[src/verilog/slps_cfg.svh]
// Purpose: offsets, field positions, reset values and codes for slps_regs
// Assumes: register indices are word indices; byte address = index * 4
// Notes: definitions only
`ifndef SLPS_CFG_SVH
`define SLPS_CFG_SVH

// ----------------------------------------
// register indices
// ----------------------------------------
`define SLPS_IDX_LINK_ID 10'h206
`define SLPS_IDX_FRAME_END_CHAR_SELECT 10'h207
`define SLPS_IDX_STATUS 10'h208
`define SLPS_IDX_IRQ_STAT 10'h2f0
`define SLPS_IDX_IRQ_MASK 10'h2f1
`define SLPS_IDX_CTRL 10'h2f2
`define SLPS_LANE_OFS 2'h0

// ----------------------------------------
// reset values
// ----------------------------------------
`define SLPS_RST_LINK_ID 8'h00
`define SLPS_RST_FRAME_END_CHAR_SELECT 2'h0
`define SLPS_RST_MASK 2'h0

// ----------------------------------------
// status and control bit positions
// ----------------------------------------
`define SLPS_B_LINK_UP 6
`define SLPS_B_SYNC 5
`define SLPS_B_REALIGN 4
`define SLPS_B_ALIGN 3
`define SLPS_B_SPLL 2
`define SLPS_B_CPLL 0
`define SLPS_B_EN 0

// ----------------------------------------
// interrupt bit positions
// ----------------------------------------
`define SLPS_I_REALIGN 0
`define SLPS_I_ALIGN 1

// ----------------------------------------
// end-of-frame selection and control codes
// ----------------------------------------
`define SLPS_SEL_K28_1 2'h1
`define SLPS_SEL_K28_5 2'h2
`define SLPS_K28_7 8'hfc
`define SLPS_K28_1 8'h3c
`define SLPS_K28_5 8'hbc
`define SLPS_PAD24 24'h000000

`endif

[src/verilog/slps_pkg.sv]
// Purpose: types shared by the serial link parameter and status registers
// Assumes: constants live in slps_cfg.svh
// Notes: state of slps_regs is one packed struct
package slps_pkg;

    // octet offered by the lane encoder
    typedef struct packed {
        logic valid;
        logic frame_end;
        logic subst_ok;
        logic ila_id_slot;
        logic [7:0] data;
    } slps_octet_t;

    // character handed back to the lane encoder
    typedef struct packed {
        logic valid;
        logic is_k;
        logic [7:0] data;
    } slps_txchar_t;

    typedef struct packed {
        logic [7:0] link_id;
        logic [1:0] frame_end_char_select_sel;
        logic link_en;
        logic link_en_d;
        logic armed;
        logic realigned;
        logic multiframe_phase_set;
        logic [1:0] irq_stat;
        logic [1:0] irq_mask;
        logic sync_a;
        logic sync_b;
        logic spll_a;
        logic spll_b;
        logic cpll_a;
        logic cpll_b;
        logic [7:0] rdata;
        logic pready;
        logic pslverr;
        logic irq;
        slps_txchar_t tx;
    } slps_state_t;

endpackage

[src/verilog/slps_regs.sv]
// Purpose: serial link identifier, end-of-frame select and link status registers
// Assumes: APB slave on pclk; encoder, link and sysref inputs on pclk
// Notes: pll locks and sync_n come from other domains and are synchronised
//
// Contract
// - send link identifier in ILA second multiframe
// - select 0 K28.7, 1 K28.1, 2 K28.5
// - end-of-frame char inserted only when allowed
// - end-of-frame select acts in 8B/10B only
// - status bit 6 shows link up
// - status bit 5 shows sync level
// - bit 4 set on sysref phase shift, sticky
// - writing 1 clears alignment flags, 0 keeps
// - bit 3 set by first sysref after enable
// - bit 2 shows serializer pll lock
// - bit 0 shows converter pll lock
`timescale 1ns/100ps
`include "slps_cfg.svh"

module slps_regs import slps_pkg::*; (
    // clock, reset, enable
    input wire logic pclk,
    input wire logic presetn,
    input wire logic ce,
    // apb slave
    input wire logic psel,
    input wire logic penable,
    input wire logic pwrite,
    input wire logic [11:0] paddr,
    input wire logic [31:0] pwdata,
    input wire logic [3:0] pstrb,
    output logic [31:0] prdata,
    output logic pready,
    output logic pslverr,
    // link state sources
    input wire logic link_up,
    input wire logic sync_n,
    input wire logic serializer_pll_lock,
    input wire logic converter_pll_lock,
    input wire logic sysref_evt,
    input wire logic sysref_shift,
    // lane encoder
    input wire logic mode_8b10b,
    input wire slps_octet_t oct,
    output slps_txchar_t tx,
    output logic serial_link_enable,
    // interrupt
    output logic irq
);

    // ----------------------------------------
    // helpers
    // ----------------------------------------
    function automatic logic hit(input logic [11:0] a, input logic [9:0] idx);
        hit = (a[11:2] == idx) && (a[1:0] == `SLPS_LANE_OFS);
    endfunction

    function automatic logic [7:0] eof_char(input logic [1:0] sel);
        case (sel)
            `SLPS_SEL_K28_1: eof_char = `SLPS_K28_1;
            `SLPS_SEL_K28_5: eof_char = `SLPS_K28_5;
            // reserved code falls back to the compliant character
            default: eof_char = `SLPS_K28_7;
        endcase
    endfunction

    localparam slps_state_t RST_STATE = '{
        link_id: `SLPS_RST_LINK_ID,
        frame_end_char_select_sel: `SLPS_RST_FRAME_END_CHAR_SELECT,
        irq_mask: `SLPS_RST_MASK,
        default: '0
    };

    slps_state_t s;
    slps_state_t next_s;
    logic setup;
    logic acc;
    logic wr_ok;
    logic [7:0] stat_val;

    assign setup = psel && !penable;
    assign acc = psel && penable && s.pready;
    assign wr_ok = acc && pwrite && !s.pslverr && pstrb[0];

    // ----------------------------------------
    // status view
    // ----------------------------------------
    always_comb begin
        stat_val = 8'h00;
        stat_val[`SLPS_B_LINK_UP] = link_up;
        stat_val[`SLPS_B_SYNC] = s.sync_b;
        stat_val[`SLPS_B_REALIGN] = s.realigned;
        stat_val[`SLPS_B_ALIGN] = s.multiframe_phase_set;
        stat_val[`SLPS_B_SPLL] = s.spll_b;
        stat_val[`SLPS_B_CPLL] = s.cpll_b;
    end

    // ----------------------------------------
    // next state
    // ----------------------------------------
    always_comb begin
        next_s = s;
        if (ce) begin
            // live sources, two flops each
            next_s.sync_a = sync_n;
            next_s.sync_b = s.sync_a;
            next_s.spll_a = serializer_pll_lock;
            next_s.spll_b = s.spll_a;
            next_s.cpll_a = converter_pll_lock;
            next_s.cpll_b = s.cpll_a;
            next_s.link_en_d = s.link_en;

            // bus: decode in setup, answer one cycle later
            next_s.pready = setup;
            if (setup) begin
                next_s.pslverr = 1'b0;
                next_s.rdata = 8'h00;
                if (hit(paddr, `SLPS_IDX_LINK_ID)) begin
                    next_s.rdata = s.link_id;
                end else if (hit(paddr, `SLPS_IDX_FRAME_END_CHAR_SELECT)) begin
                    next_s.rdata = {6'h00, s.frame_end_char_select_sel};
                end else if (hit(paddr, `SLPS_IDX_STATUS)) begin
                    next_s.rdata = stat_val;
                end else if (hit(paddr, `SLPS_IDX_IRQ_STAT)) begin
                    next_s.rdata = {6'h00, s.irq_stat};
                end else if (hit(paddr, `SLPS_IDX_IRQ_MASK)) begin
                    next_s.rdata = {6'h00, s.irq_mask};
                end else if (hit(paddr, `SLPS_IDX_CTRL)) begin
                    next_s.rdata = {7'h00, s.link_en};
                end else begin
                    next_s.pslverr = 1'b1;
                end
            end

            // read of interrupt status clears only the bits returned
            if (acc && !pwrite && hit(paddr, `SLPS_IDX_IRQ_STAT)) begin
                next_s.irq_stat = s.irq_stat & ~s.rdata[1:0];
            end

            // writes take effect at the completing edge
            if (wr_ok) begin
                if (hit(paddr, `SLPS_IDX_LINK_ID)) begin
                    next_s.link_id = pwdata[7:0];
                end else if (hit(paddr, `SLPS_IDX_FRAME_END_CHAR_SELECT)) begin
                    next_s.frame_end_char_select_sel = pwdata[1:0];
                end else if (hit(paddr, `SLPS_IDX_STATUS)) begin
                    // only the sticky flags react; live bits ignore writes
                    if (pwdata[`SLPS_B_REALIGN]) begin
                        next_s.realigned = 1'b0;
                    end
                    if (pwdata[`SLPS_B_ALIGN]) begin
                        next_s.multiframe_phase_set = 1'b0;
                    end
                end else if (hit(paddr, `SLPS_IDX_IRQ_MASK)) begin
                    next_s.irq_mask = pwdata[1:0];
                end else if (hit(paddr, `SLPS_IDX_CTRL)) begin
                    next_s.link_en = pwdata[`SLPS_B_EN];
                end
            end

            // events after the clears, so a set in the same cycle wins
            if (sysref_shift) begin
                next_s.realigned = 1'b1;
                next_s.irq_stat[`SLPS_I_REALIGN] = 1'b1;
            end
            if (sysref_evt && s.armed) begin
                next_s.multiframe_phase_set = 1'b1;
                next_s.irq_stat[`SLPS_I_ALIGN] = 1'b1;
                next_s.armed = 1'b0;
            end
            if (!s.link_en) begin
                next_s.armed = 1'b0;
            end else if (!s.link_en_d) begin
                next_s.armed = 1'b1;
            end

            next_s.irq = |(next_s.irq_stat & next_s.irq_mask);

            // lane character path
            next_s.tx.valid = oct.valid;
            next_s.tx.is_k = 1'b0;
            next_s.tx.data = oct.data;
            if (oct.ila_id_slot) begin
                next_s.tx.data = s.link_id;
            end else if (oct.frame_end && oct.subst_ok && mode_8b10b) begin
                // substitution only when the encoder allows it
                next_s.tx.is_k = 1'b1;
                next_s.tx.data = eof_char(s.frame_end_char_select_sel);
            end
        end
    end

    always_ff @(posedge pclk or negedge presetn) begin
        if (!presetn) begin
            s <= RST_STATE;
        end else begin
            s <= next_s;
        end
    end

    // ----------------------------------------
    // outputs
    // ----------------------------------------
    assign prdata = {`SLPS_PAD24, s.rdata};
    assign pready = s.pready;
    assign pslverr = s.pslverr;
    assign tx = s.tx;
    assign serial_link_enable = s.link_en;
    assign irq = s.irq;

    // ----------------------------------------
    // checks
    // ----------------------------------------
    a_ila_ident: assert property (@(posedge pclk) disable iff (!presetn)
        ce && oct.ila_id_slot |=> tx.data == $past(s.link_id) && !tx.is_k)
        else $error("ila identifier octet wrong");

    a_eof_code: assert property (@(posedge pclk) disable iff (!presetn)
        ce && !oct.ila_id_slot && oct.frame_end && oct.subst_ok && mode_8b10b
        |=> tx.is_k && tx.data == eof_char($past(s.frame_end_char_select_sel)))
        else $error("end-of-frame character wrong");

    a_no_subst: assert property (@(posedge pclk) disable iff (!presetn)
        ce && !oct.subst_ok |=> !tx.is_k)
        else $error("control character without substitution permission");

    a_mode_gate: assert property (@(posedge pclk) disable iff (!presetn)
        ce && !mode_8b10b |=> !tx.is_k)
        else $error("control character in non 8b10b mode");

    a_status_read: assert property (@(posedge pclk) disable iff (!presetn)
        ce && setup && hit(paddr, `SLPS_IDX_STATUS)
        |=> prdata[7:0] == $past(stat_val) && pready ##1 !pready)
        else $error("status read value or timing wrong");

    a_sync_level: assert property (@(posedge pclk) disable iff (!presetn)
        (ce && sync_n) [*3] |-> s.sync_b)
        else $error("sync level not followed");

    a_realign_set: assert property (@(posedge pclk) disable iff (!presetn)
        ce && sysref_shift |=> s.realigned && s.irq_stat[`SLPS_I_REALIGN])
        else $error("realign flag not set");

    a_w1c_clear: assert property (@(posedge pclk) disable iff (!presetn)
        ce && wr_ok && hit(paddr, `SLPS_IDX_STATUS) && pwdata[`SLPS_B_ALIGN]
        && !(sysref_evt && s.armed) |=> !s.multiframe_phase_set)
        else $error("multiframe_phase_set flag not cleared by write one");

    a_first_sysref: assert property (@(posedge pclk) disable iff (!presetn)
        ce && sysref_evt && s.armed |=> s.multiframe_phase_set && !s.armed)
        else $error("multiframe_phase_set flag not set by first sysref");

    a_pll_lock: assert property (@(posedge pclk) disable iff (!presetn)
        (ce && !serializer_pll_lock) [*3] |-> !s.spll_b)
        else $error("serializer lock not followed");

    a_rsvd_zero: assert property (@(posedge pclk) disable iff (!presetn)
        pready && $past(ce && setup && hit(paddr, `SLPS_IDX_STATUS))
        |-> prdata[7] == 1'b0 && prdata[1] == 1'b0)
        else $error("reserved status bit reads one");

    // pll lock high for three cycles must reach the status view
    a_cpll_lock: assert property (@(posedge pclk) disable iff (!presetn)
        (ce && converter_pll_lock) [*3] |-> s.cpll_b)
        else $error("converter lock not followed");

    // link_up is read raw, so the read must carry the value at setup
    a_link_live: assert property (@(posedge pclk) disable iff (!presetn)
        ce && setup && hit(paddr, `SLPS_IDX_STATUS)
        |=> prdata[`SLPS_B_LINK_UP] == $past(link_up))
        else $error("link up bit not shown");

    a_realign_hold: assert property (@(posedge pclk) disable iff (!presetn)
        s.realigned && !(ce && wr_ok && hit(paddr, `SLPS_IDX_STATUS)
        && pwdata[`SLPS_B_REALIGN]) |=> s.realigned)
        else $error("realign flag lost without a clear");

    a_align_hold: assert property (@(posedge pclk) disable iff (!presetn)
        s.multiframe_phase_set && !(ce && wr_ok && hit(paddr, `SLPS_IDX_STATUS)
        && pwdata[`SLPS_B_ALIGN]) |=> s.multiframe_phase_set)
        else $error("multiframe_phase_set flag lost without a clear");

    a_live_ignore: assert property (@(posedge pclk) disable iff (!presetn)
        ce && wr_ok && hit(paddr, `SLPS_IDX_STATUS)
        |=> s.sync_b == $past(s.sync_a) && s.spll_b == $past(s.spll_a)
        && s.cpll_b == $past(s.cpll_a))
        else $error("status write disturbed a live bit");

    a_frame_end_char_select_rsvd: assert property (@(posedge pclk) disable iff (!presetn)
        ce && setup && hit(paddr, `SLPS_IDX_FRAME_END_CHAR_SELECT) |=> prdata[7:2] == 6'h00)
        else $error("reserved select bits read one");

    // irq is registered from the next copy, so it tracks the stored flags
    a_irq_level: assert property (@(posedge pclk) disable iff (!presetn)
        irq == |(s.irq_stat & s.irq_mask))
        else $error("interrupt level wrong");

    // unmapped words answer with an error and no data
    a_bad_addr: assert property (@(posedge pclk) disable iff (!presetn)
        ce && setup && !(hit(paddr, `SLPS_IDX_LINK_ID) || hit(paddr, `SLPS_IDX_FRAME_END_CHAR_SELECT)
        || hit(paddr, `SLPS_IDX_STATUS) || hit(paddr, `SLPS_IDX_IRQ_STAT)
        || hit(paddr, `SLPS_IDX_IRQ_MASK) || hit(paddr, `SLPS_IDX_CTRL))
        |=> pready && pslverr && prdata == 32'h0)
        else $error("unmapped access not refused");

endmodule

[config.mk]
export PLATFORM = sky130hd
export DESIGN_NAME = slps_regs
export DESIGN_NICKNAME = d
export VERILOG_FILES = /design/src/verilog/slps_pkg.sv /design/src/verilog/slps_regs.sv
export VERILOG_INCLUDE_DIRS = /design/src /design/src/verilog
export SDC_FILE = /design/constraint.sdc
export NUM_CORES = 1
export LEC_CHECK = 0
export BUFFER_PORTS_ARGS = -buffer_cell sky130_fd_sc_hd__buf_2
export CORE_MARGIN = 2
export CORE_UTILIZATION = 48
export CTS_BUF_LIST = sky130_fd_sc_hd__clkbuf_2 sky130_fd_sc_hd__clkbuf_4 sky130_fd_sc_hd__clkbuf_8
export DETAILED_ROUTE_END_ITERATION = 6
export PLACE_DENSITY = 0.85
export SLEW_MARGIN = 20
export SYNTH_ARGS = -nofsm -noshare
export SYNTH_HDL_FRONTEND = slang
export SYNTH_SLANG_ARGS = --single-unit
export TNS_END_PERCENT = 10
[constraint.sdc]
create_clock -name pclk -period 2.5 [get_ports pclk]
set_input_delay 0.375 -clock pclk [delete_from_list [all_inputs] [get_ports pclk]]
set_output_delay 0.375 -clock pclk [all_outputs]
set_load 0.1 [all_outputs]
# ---- Yosys cells after proc, flatten, opt, wreduce, memory -nomap -nowiden
# Index checks and enable logic that the tools add are counted.
dict set report word_totals {
  rom_bits 0
  ff_bits 46
  ram_bits 0
  latchBits 0
  output_inout_bits 46
  memories 0
}
dict set report classes {
  shifts 0
  n_reduce_logical 32
  multipliers 0
  n_addsub 0
  mux 37
  n_bitwise 7
  magnitude_cmp 0
  div 0
  eq_ne 16
}
# cell n
set ops {}
lappend ops {{$eq 10x10->1 const B} 6}
lappend ops {{$mux 2} 15}
lappend ops {{$logic_and 1x1->1} 17}
lappend ops {{$mux 1} 16}
lappend ops {{$mux 8} 2}
lappend ops {{$pmux 8 s2} 1}
lappend ops {{$mux 7} 2}
lappend ops {{$reduce_and 6->1} 2}
lappend ops {{$mux 9} 1}
lappend ops {{$ne 3x1->1 const B} 3}
lappend ops {{$ne 3x2->1 const B} 3}
lappend ops {{$reduce_and 7->1} 1}
lappend ops {{$reduce_bool 2->1} 3}
lappend ops {{$and 2x2->2} 2}
lappend ops {{$ne 2x2->1 const B} 2}
lappend ops {{$not 1->1} 4}
lappend ops {{$reduce_and 2->1} 2}
lappend ops {{$reduce_and 4->1} 1}
lappend ops {{$logic_not 1->1} 3}
lappend ops {{$reduce_and 3->1} 1}
lappend ops {{$eq 2x1->1 const B} 1}
lappend ops {{$eq 2x2->1 const B} 1}
lappend ops {{$logic_not 2->1} 1}
lappend ops {{$not 2->2} 1}
lappend ops {{$reduce_or 2->1} 1}

# ---- Longest topological paths before layout
# Gate-level depths: netlist of run 1.
dict set report logic_depth {
  ltp_word 10
  depth_mapped 7
}

# ---- Worst setup path after synthesis of run 1
# Ideal clock, no wire load.
dict set report synth_path {
  path_kind {reg2reg}
  start {register s (netlist bit pready)}
  end {register s[38] (netlist bit)}
  path_stages_with_launch 8
  synth_period_minus_slack_ns 2.390
  t_arrival_ns 2.265
  setup_slack_ns 0.110
  path_buffers 2
  path_cell_list {dfrtp_1 -> and3_1 -> and4b_1 -> and2_0 -> clkbuf_1 -> nand2b_1 -> buf_2 -> mux2_2}
}
dict set report synth_via {
  elab_chain_cells 5
}
# item line_no
set synth_rtl {}
lappend synth_rtl {{from (decl)} slps_regs.sv:74} ;# slps_state_t s;
lappend synth_rtl {{from (signal assigned)} slps_regs.sv:197} ;# s <= next_s;
lappend synth_rtl {{$logic_and 1x1->1} slps_regs.sv:82} ;# assign acc = psel && penable && s.pready;
lappend synth_rtl {{$logic_and 1x1->1 (3 in a row)} slps_regs.sv:83} ;# assign wr_ok = acc && pwrite && !s.pslverr && pstrb[0];
lappend synth_rtl {{$reduce_and 3->1 (no source line)} n/a}
# Every way passes these cells.
# A chain may end at the register's enable or synchronous reset.

# ---- Worst setup path in the final report of run 1
dict set report layout_path {
  start {input port paddr[10]}
  end {register s (netlist bit irq)}
}
dict set report layout_via {
  elab_chain_cells 10
  word_cells_on_any_way 24
  cone_classes {eq/ne (5); mux (11); bitwise (1); reduce/logical (7)}
}
# item line_no
set layout_rtl {}
lappend layout_rtl {{from (decl)} slps_regs.sv:29} ;# input wire logic [11:0] paddr,
lappend layout_rtl {{$eq 10x10->1} slps_regs.sv:55} ;# hit = (a[11:2] == idx) && (a[1:0] == `SLPS_LANE_OFS);
lappend layout_rtl {{$logic_and 1x1->1} slps_regs.sv:55}
lappend layout_rtl {{$mux 2} slps_regs.sv:154} ;# end else if (hit(paddr, `SLPS_IDX_IRQ_MASK)) begin
lappend layout_rtl {{$mux 2} slps_regs.sv:146} ;# end else if (hit(paddr, `SLPS_IDX_STATUS)) begin
lappend layout_rtl {{$mux 2} slps_regs.sv:144} ;# end else if (hit(paddr, `SLPS_IDX_FRAME_END_CHAR_SELECT)) begin
lappend layout_rtl {{$mux 2} slps_regs.sv:142} ;# if (hit(paddr, `SLPS_IDX_LINK_ID)) begin
lappend layout_rtl {{$mux 2} slps_regs.sv:141} ;# if (wr_ok) begin
lappend layout_rtl {{$mux 2} slps_regs.sv:103} ;# if (ce) begin
lappend layout_rtl {{$and 2x2->2 *} slps_regs.sv:177} ;# next_s.irq = |(next_s.irq_stat & next_s.irq_mask);
lappend layout_rtl {{$reduce_or 2->1 *} slps_regs.sv:177}
# Every way passes the cells marked *; elsewhere a longest branch is shown, timed or not. The select of a mux whose other input is x is not followed.

==> flow_metrics.env, run 1 <==
export IMPL_status="completed"
export IMPL_placeableCoreArea_um2=5140
export IMPL_synth_area_um2=2576
export IMPL_die_area_um2=5969
export IMPL_drt_vias_per_instance=5.356
export IMPL_finalSetupViolations=0
export IMPL_required_ps=2660
export IMPL_cts_buffers=5
export IMPL_fin_cells=376
export IMPL_grt_max_degree=47
export IMPL_p_sw_uw=663.1
export IMPL_grt_pass1_vias=1922
export IMPL_hold_buffers=0
export IMPL_postRouteAntennaNets=0
export IMPL_crit_type="input port to flip-flop"
export IMPL_worst_r2r_cell_count=5
export IMPL_pwr_share_clk_pct=30.1
export IMPL_grtUsageTotal_pct=19.77
export IMPL_grt_overflow_total=0
export IMPL_synth_ff_type="dfrtp_1"
export IMPL_worstPathArrival_ps=2080
export IMPL_power_density_nw_per_um2=640.1
export IMPL_hold_viol=0
export IMPL_clock_path_buffers=2
export IMPL_slew_violations=0
export IMPL_final_nets=379
export IMPL_ys_types=44
export IMPL_clkSlewWorstSetupHoldPaths_ps=80
export IMPL_num_rows=26
export IMPL_num_io_pins=119
export IMPL_synth_seq_cells=46
export IMPL_clock_sinks=46
export IMPL_clock_latency_ps=290
export IMPL_syn_inst=256
export IMPL_cts_resized=0
export IMPL_yosysMostFrequentCell="dfrtp_1"
export IMPL_finalCritPeriodShare_pct=76.74
export IMPL_cts_setup_buffers=0
export IMPL_drive_above_1_share_pct=35.29
export IMPL_cts_tree="done"
export IMPL_max_slew_worst_pin_slew_ps=651.3
export IMPL_seq_power_share_pct=43.4
export IMPL_synthToLayoutAreaGrowth_pct=11.66
export IMPL_vias=2014
export IMPL_place_inst=368
export IMPL_crit_fanout=9
export IMPL_synth_top_area_share_pct=44.68
export IMPL_die_w_um=77.26
export IMPL_fillerInstances=468
export IMPL_die_y_um=77.26
export IMPL_ctsHtreeMaxLevel=2
export IMPL_synth_edf_count=0
export IMPL_netlist_top_cells_count="dfrtp_1 (46), buf_4 (42), mux2_2 (23), nand2_1 (23), o21ai_0 (19)"
export IMPL_combPwrFrac_pct=26.5
export IMPL_synthArstFlopShare_pct=100.0
export IMPL_skew_ps=4.355
export IMPL_min_period_ps=1918
export IMPL_portBuffers=67
export IMPL_drv_cap=0
export IMPL_finalSetupTns_ps=0
export IMPL_start_kind="input port"
export IMPL_peakVddDrop_v=0.0003262
export IMPL_gp_congestion=0.8537
export IMPL_seq_area_um2=1151
export IMPL_drt_iter0_markers=205
export IMPL_routed_wl_um=5633
export IMPL_drc_errors=0
export IMPL_synthTopCellsByArea="dfrtp_1 (45%), buf_4 (12%), mux2_2 (10%)"
export IMPL_synth_warnings=0
export IMPL_antenna_found_initial=0
export IMPL_first_pass_iters=4
export IMPL_cts_root_buffer="clkbuf_8"
export IMPL_yosys_area_top_type="dfrtp_1"
export IMPL_ys_seq_area_share_pct=44.68
export IMPL_place_area_um2=2760
export IMPL_total_leakage_power_uw=0.001420
export IMPL_multi_input_area_um2=1111
export IMPL_n_antenna_cell=0
export IMPL_relSlewSlack_pct=56.45
export IMPL_end_kind="flip-flop"
export IMPL_p_int_uw=1178
export IMPL_timing_fmax_ghz=0.5212
export IMPL_grt_pass1_wl_um=9225
export IMPL_rsz0062_at_grt="false"
export IMPL_place_hpwl_um=4287
export IMPL_hp_class="input port to asynchronous set/reset pin"
export IMPL_avgSynthCellArea_um2=10.06
export IMPL_initial_core_util_pct=50.12
export IMPL_route_detailed_wl_per_inst_um=14.98
export IMPL_final_area_um2=2877
export IMPL_switching_share_pct=36.01
==> kinds of logic (layout without fill, tap and decap cells) <==
group / after synthesis / in the layout / share of synthesized area [%]
AND/OR/NAND/NOR: 66 / 66 / 15.11
buffers and inverters: 64 / 91 / 15.54
AO/OA/AOI/OAI: 54 / 54 / 13.60
flip-flops: 46 / 46 / 44.68
multiplexers: 24 / 24 / 10.44
adder cells (fa/ha/maj): 1 / 1 / 0.4856
other: 1 / 24 / 0.1456
==> metrics by stage <==
step / utilization (%) / hold slack (ps) / total power, µW / setup slack, ps
detailed placement: 53.70 / 464.9 / 1300 / 265.8
finish: 55.96 / 67.46 / 1841 / 581.5
floorplan: - / 79.41 / 1252 / 110.3
global route: 55.96 / 109.7 / 1914 / 501.1
global placement: 53.70 / 458.6 / 1294 / 297.1
CTS: 55.92 / 277.2 / 1859 / 551.5
==> flip-flops by register name (all words and copies together), names as in the netlist <==
signal,flops
irq,1
prdata,8
pready,1
pslverr,1
s,24
serial_link_enable,1
tx,10
==> power groups by stage <==
stage | sequential (µW) | clock [µW] | combinational [µW]
after floorplan | 835 | 0 | 417
after global placement | 812 | 0 | 481
after detailed placement | 813 | 0 | 487
after CTS | 799 | 572 | 487
after global routing | 804 | 600 | 510
final | 799 | 555 | 487
==> cell usage in the layout, fill, tap and decap left out, drive strengths merged, types with 4 or more instances in the layout <==
cell type   n
clkbuf      7
mux2       23
nor2        7
conb       24
o31ai       4
nor4        4
a21oi       7
dfrtp      46
a22oi       6
o221ai      5
nand4       4
inv        12
nand3       7
buf        71
o21ai      19
nand2      23
==> per-layer routing <==
layer  vias to the layer above  part of all wire (%)  GRT usage (%)
met2                        90                    50          32.96
li1                        945                     -              -
met3                         9                   6.4          4.235
met1                       970                    42          25.27
met4                         0                   1.7          7.321
met5                         -                     0              0
==> final cells by class <==
cell class | count | share of cell area [%]
flip-flops and latches | 46 | 40.02
well taps | 70 | 3.045
inverters | 12 | 1.566
clock inverters | 1 | 1.044
clock buffers | 7 | 2.914
multi-input cells | 169 | 38.63
repair buffers | 71 | 12.79
==> worst max-delay path, cell delays in order <==
cell and delay (ps):
buf_2 120, or4b_4 560, nor4_4 490, nand4_1 190
a22oi_1 220, o221ai_1 140
==> path summary, 6_finish.rpt <==
path	from	endpoint	slack (ps)
hold / removal	presetn	tx[4]	70
setup reg to reg	pready	s[42]	600
min in group pclk	oct[11]	tx[9]	310
setup / recovery	paddr[10]	irq	580
max in group asynchronous	presetn	s[22]	2050
hold reg to reg	prdata[6]	prdata[6]	470
(Power assumes the default switching activity.)
==> run 2: changes to the inputs <==
==> constraint.sdc (replaced) <==
create_clock -name pclk -period 1.8 [get_ports pclk]
set_input_delay 0.27 -clock pclk [delete_from_list [all_inputs] [get_ports pclk]]
set_output_delay 0.27 -clock pclk [all_outputs]
set_load 0.1 [all_outputs]
==> run 2 against run 1 <==
Hold slack better by 130 ps. Non-clock buffer count increased by 15. Flip-flop and latch count did not move. Sequential share of layout area fell by 1.7 points. Design area is 4.8% higher. Core utilization up 2.7 points. Via count rose by 3.5%. Critical path depth stayed put. Power grew 40%. Wire length grew 1.7%. Critical endpoint is now s[45]. Largest cell class unchanged. Highest routed layer unchanged.
==> flow_metrics.env, run 2 (synthesized netlist as in run 1, its figures left out) <==
export IMPL_status="completed"
export IMPL_clock_latency_ps=300
export IMPL_top_register="s"
export IMPL_multi_input_area_um2=1119
export IMPL_cts_root_buffer="clkbuf_8"
export IMPL_route_detailed_wl_per_inst_um=14.65
export IMPL_drive_above_1_share_pct=39.25
export IMPL_layout_common_cells="buf_2 (67), dfrtp_1 (44), conb_1 (24), nand2_1 (23), mux2_2 (23)"
export IMPL_grt_met1_usage_pct=26.49
export IMPL_slew_violations=0
export IMPL_finalSetupViolations=0
export IMPL_place_hpwl_um=4369
export IMPL_finalCritPeriodShare_pct=97.12
export IMPL_power_uw=2583
export IMPL_final_common_cell="buf_2"
export IMPL_drt_iter0_markers=139
export IMPL_rsz0062_at_grt="false"
export IMPL_crit_chain="and3_4, and4b_1, and2_4, nand2b_1, buf_4, mux2_2"
export IMPL_largest_reg_flops=24
export IMPL_hp_class="input port to flip-flop"
export IMPL_clkSlewWorstSetupHoldPaths_ps=80
export IMPL_drc_errors=0
export IMPL_critPathMaxStageDelay_ps=480
export IMPL_first_pass_iters=4
export IMPL_top_usage_layer="met2"
export IMPL_max_slew_worst_pin_slew_ps=558.7
export IMPL_worst_path_stages=6
export IMPL_start_kind="flip-flop"
export IMPL_clock_path_buffers=2
export IMPL_hold_viol=0
export IMPL_routed_wl_um=5729
export IMPL_ctsHtreeMaxLevel=2
export IMPL_placeableCoreArea_um2=5140
export IMPL_die_w_um=77.26
export IMPL_min_period_ps=1748
export IMPL_gp_congestion=0.9419
export IMPL_num_rows=26
export IMPL_final_nets=394
export IMPL_grt_pass1_vias=1986
export IMPL_die_area_um2=5969
export IMPL_cts_setup_buffers=0
export IMPL_cp_slowest_cell="dfrtp_4"
export IMPL_initial_core_util_pct=50.12
export IMPL_min_path_cells=2
export IMPL_grt_use_met3_pct=4.706
export IMPL_clock_sinks=46
export IMPL_antenna_found_initial=0
export IMPL_drv_cap=0
export IMPL_critPathTopFamily="simple AND/OR/NAND/NOR gates"
export IMPL_place_inst=382
export IMPL_drt_vias_per_instance=5.332
export IMPL_grt_pass1_wl_um=9377
export IMPL_grtUsageTotal_pct=19.82
export IMPL_cts_buffers=5
export IMPL_critPathCapture="s[45]"
export IMPL_worst_r2r_cell_count=6
export IMPL_rr_endpoint="s[45]"
export IMPL_postRouteAntennaNets=0
export IMPL_fillerInstances=453
export IMPL_skew_ps=3.822
export IMPL_required_ps=1980
export IMPL_crit_fanout=4
export IMPL_worstPathArrival_ps=1930
export IMPL_cp_startpoint="pready"
export IMPL_relSlewSlack_pct=62.75
export IMPL_cts_tree="done"
export IMPL_num_io_pins=119
export IMPL_grt_overflow_total=0
export IMPL_cp_num_buf_inv=1
export IMPL_power_density_nw_per_um2=857.1
export IMPL_peakVddDrop_v=0.0004510
export IMPL_vias=2085
export IMPL_n_antenna_cell=0
export IMPL_total_leakage_power_uw=0.001494
export IMPL_grtUsageMet2_pct=30.87
export IMPL_die_y_um=77.26
export IMPL_seq_area_um2=1156
export IMPL_timing_fmax_ghz=0.5720
export IMPL_crit_type="flip-flop to flip-flop"
export IMPL_end_kind="flip-flop"
export IMPL_synthToLayoutAreaGrowth_pct=17.00
export IMPL_fin_cells=391
export IMPL_portBuffers=67
export IMPL_hp_start="oct[11]"
export IMPL_grt_max_degree=27
export IMPL_reg2reg_from="pready"
export IMPL_r2r_setup_slack_ps=50
## run 2: cell count changes in the layout (fill, tap and decap cells not counted), sizes merged
cell         previous run  this run
buf                    71        85
dlygate4sd3             0         1
## run 2: final cells by class
class,instances,area share (%)
clock buffer,7,2.781
clock inverter,1,0.9963
inverter,12,1.494
multi-input combinational,169,37.11
sequential,46,38.36
tap,70,2.906
timing repair buffer,86,16.36
## run 2: where the power goes
group | switching, µW | total [µW] | internal [µW]
Sequential | 29.4 | 1110 | 1080
Combinational | 566 | 690 | 124
Clock | 336 | 782 | 446
## run 2: how the worst min path moves through the flow
stage                     slack [ps]        end
after CTS                        190      tx[9]
final                            200      tx[9]
after global placement           300  prdata[1]
after detailed placement         300  prdata[1]
after global routing             200      s[24]
after floorplan                  -30        irq
## run 2: repair_timing
item,CTS,global route
hold buffers,1,0
hold endpoints to repair,23,0
endpoints found under the setup margin,0,12
resized for setup,0,2
## run 2: metrics by stage
| stage | setup slack [ps] | area, µm² | hold slack, ps | TNS, ps | util, % |
|---|---|---|---|---|---|
| after floorplan | -123.3 | 2680 | -25.59 | -1263 | - |
| after global placement | -107.5 | 2888 | 300.9 | -233.7 | 56.18 |
| after detailed placement | -150.0 | 2888 | 301.2 | -371.8 | 56.18 |
| after CTS | 13.67 | 3012 | 190.8 | 0 | 58.59 |
| after global routing | 17.39 | 3014 | 197.0 | 0 | 58.64 |
| final | 51.77 | 3014 | 199.3 | 0 | 58.64 |
## run 2: per-layer routing
layer	wire [µm]	vias to the layer above
met4	121	0
met2	2746	87
li1	-	978
met1	2456	1009
met3	405	11
met5	0	-
## run 2: worst register-to-register path, delay by kind of cell, from the launching register on
| family | cells | cell delay [ps] |
|---|---|---|
| flops | 1 | 480 |
| mux | 1 | 330 |
| buf+inv | 1 | 160 |
| simple gates | 4 | 670 |
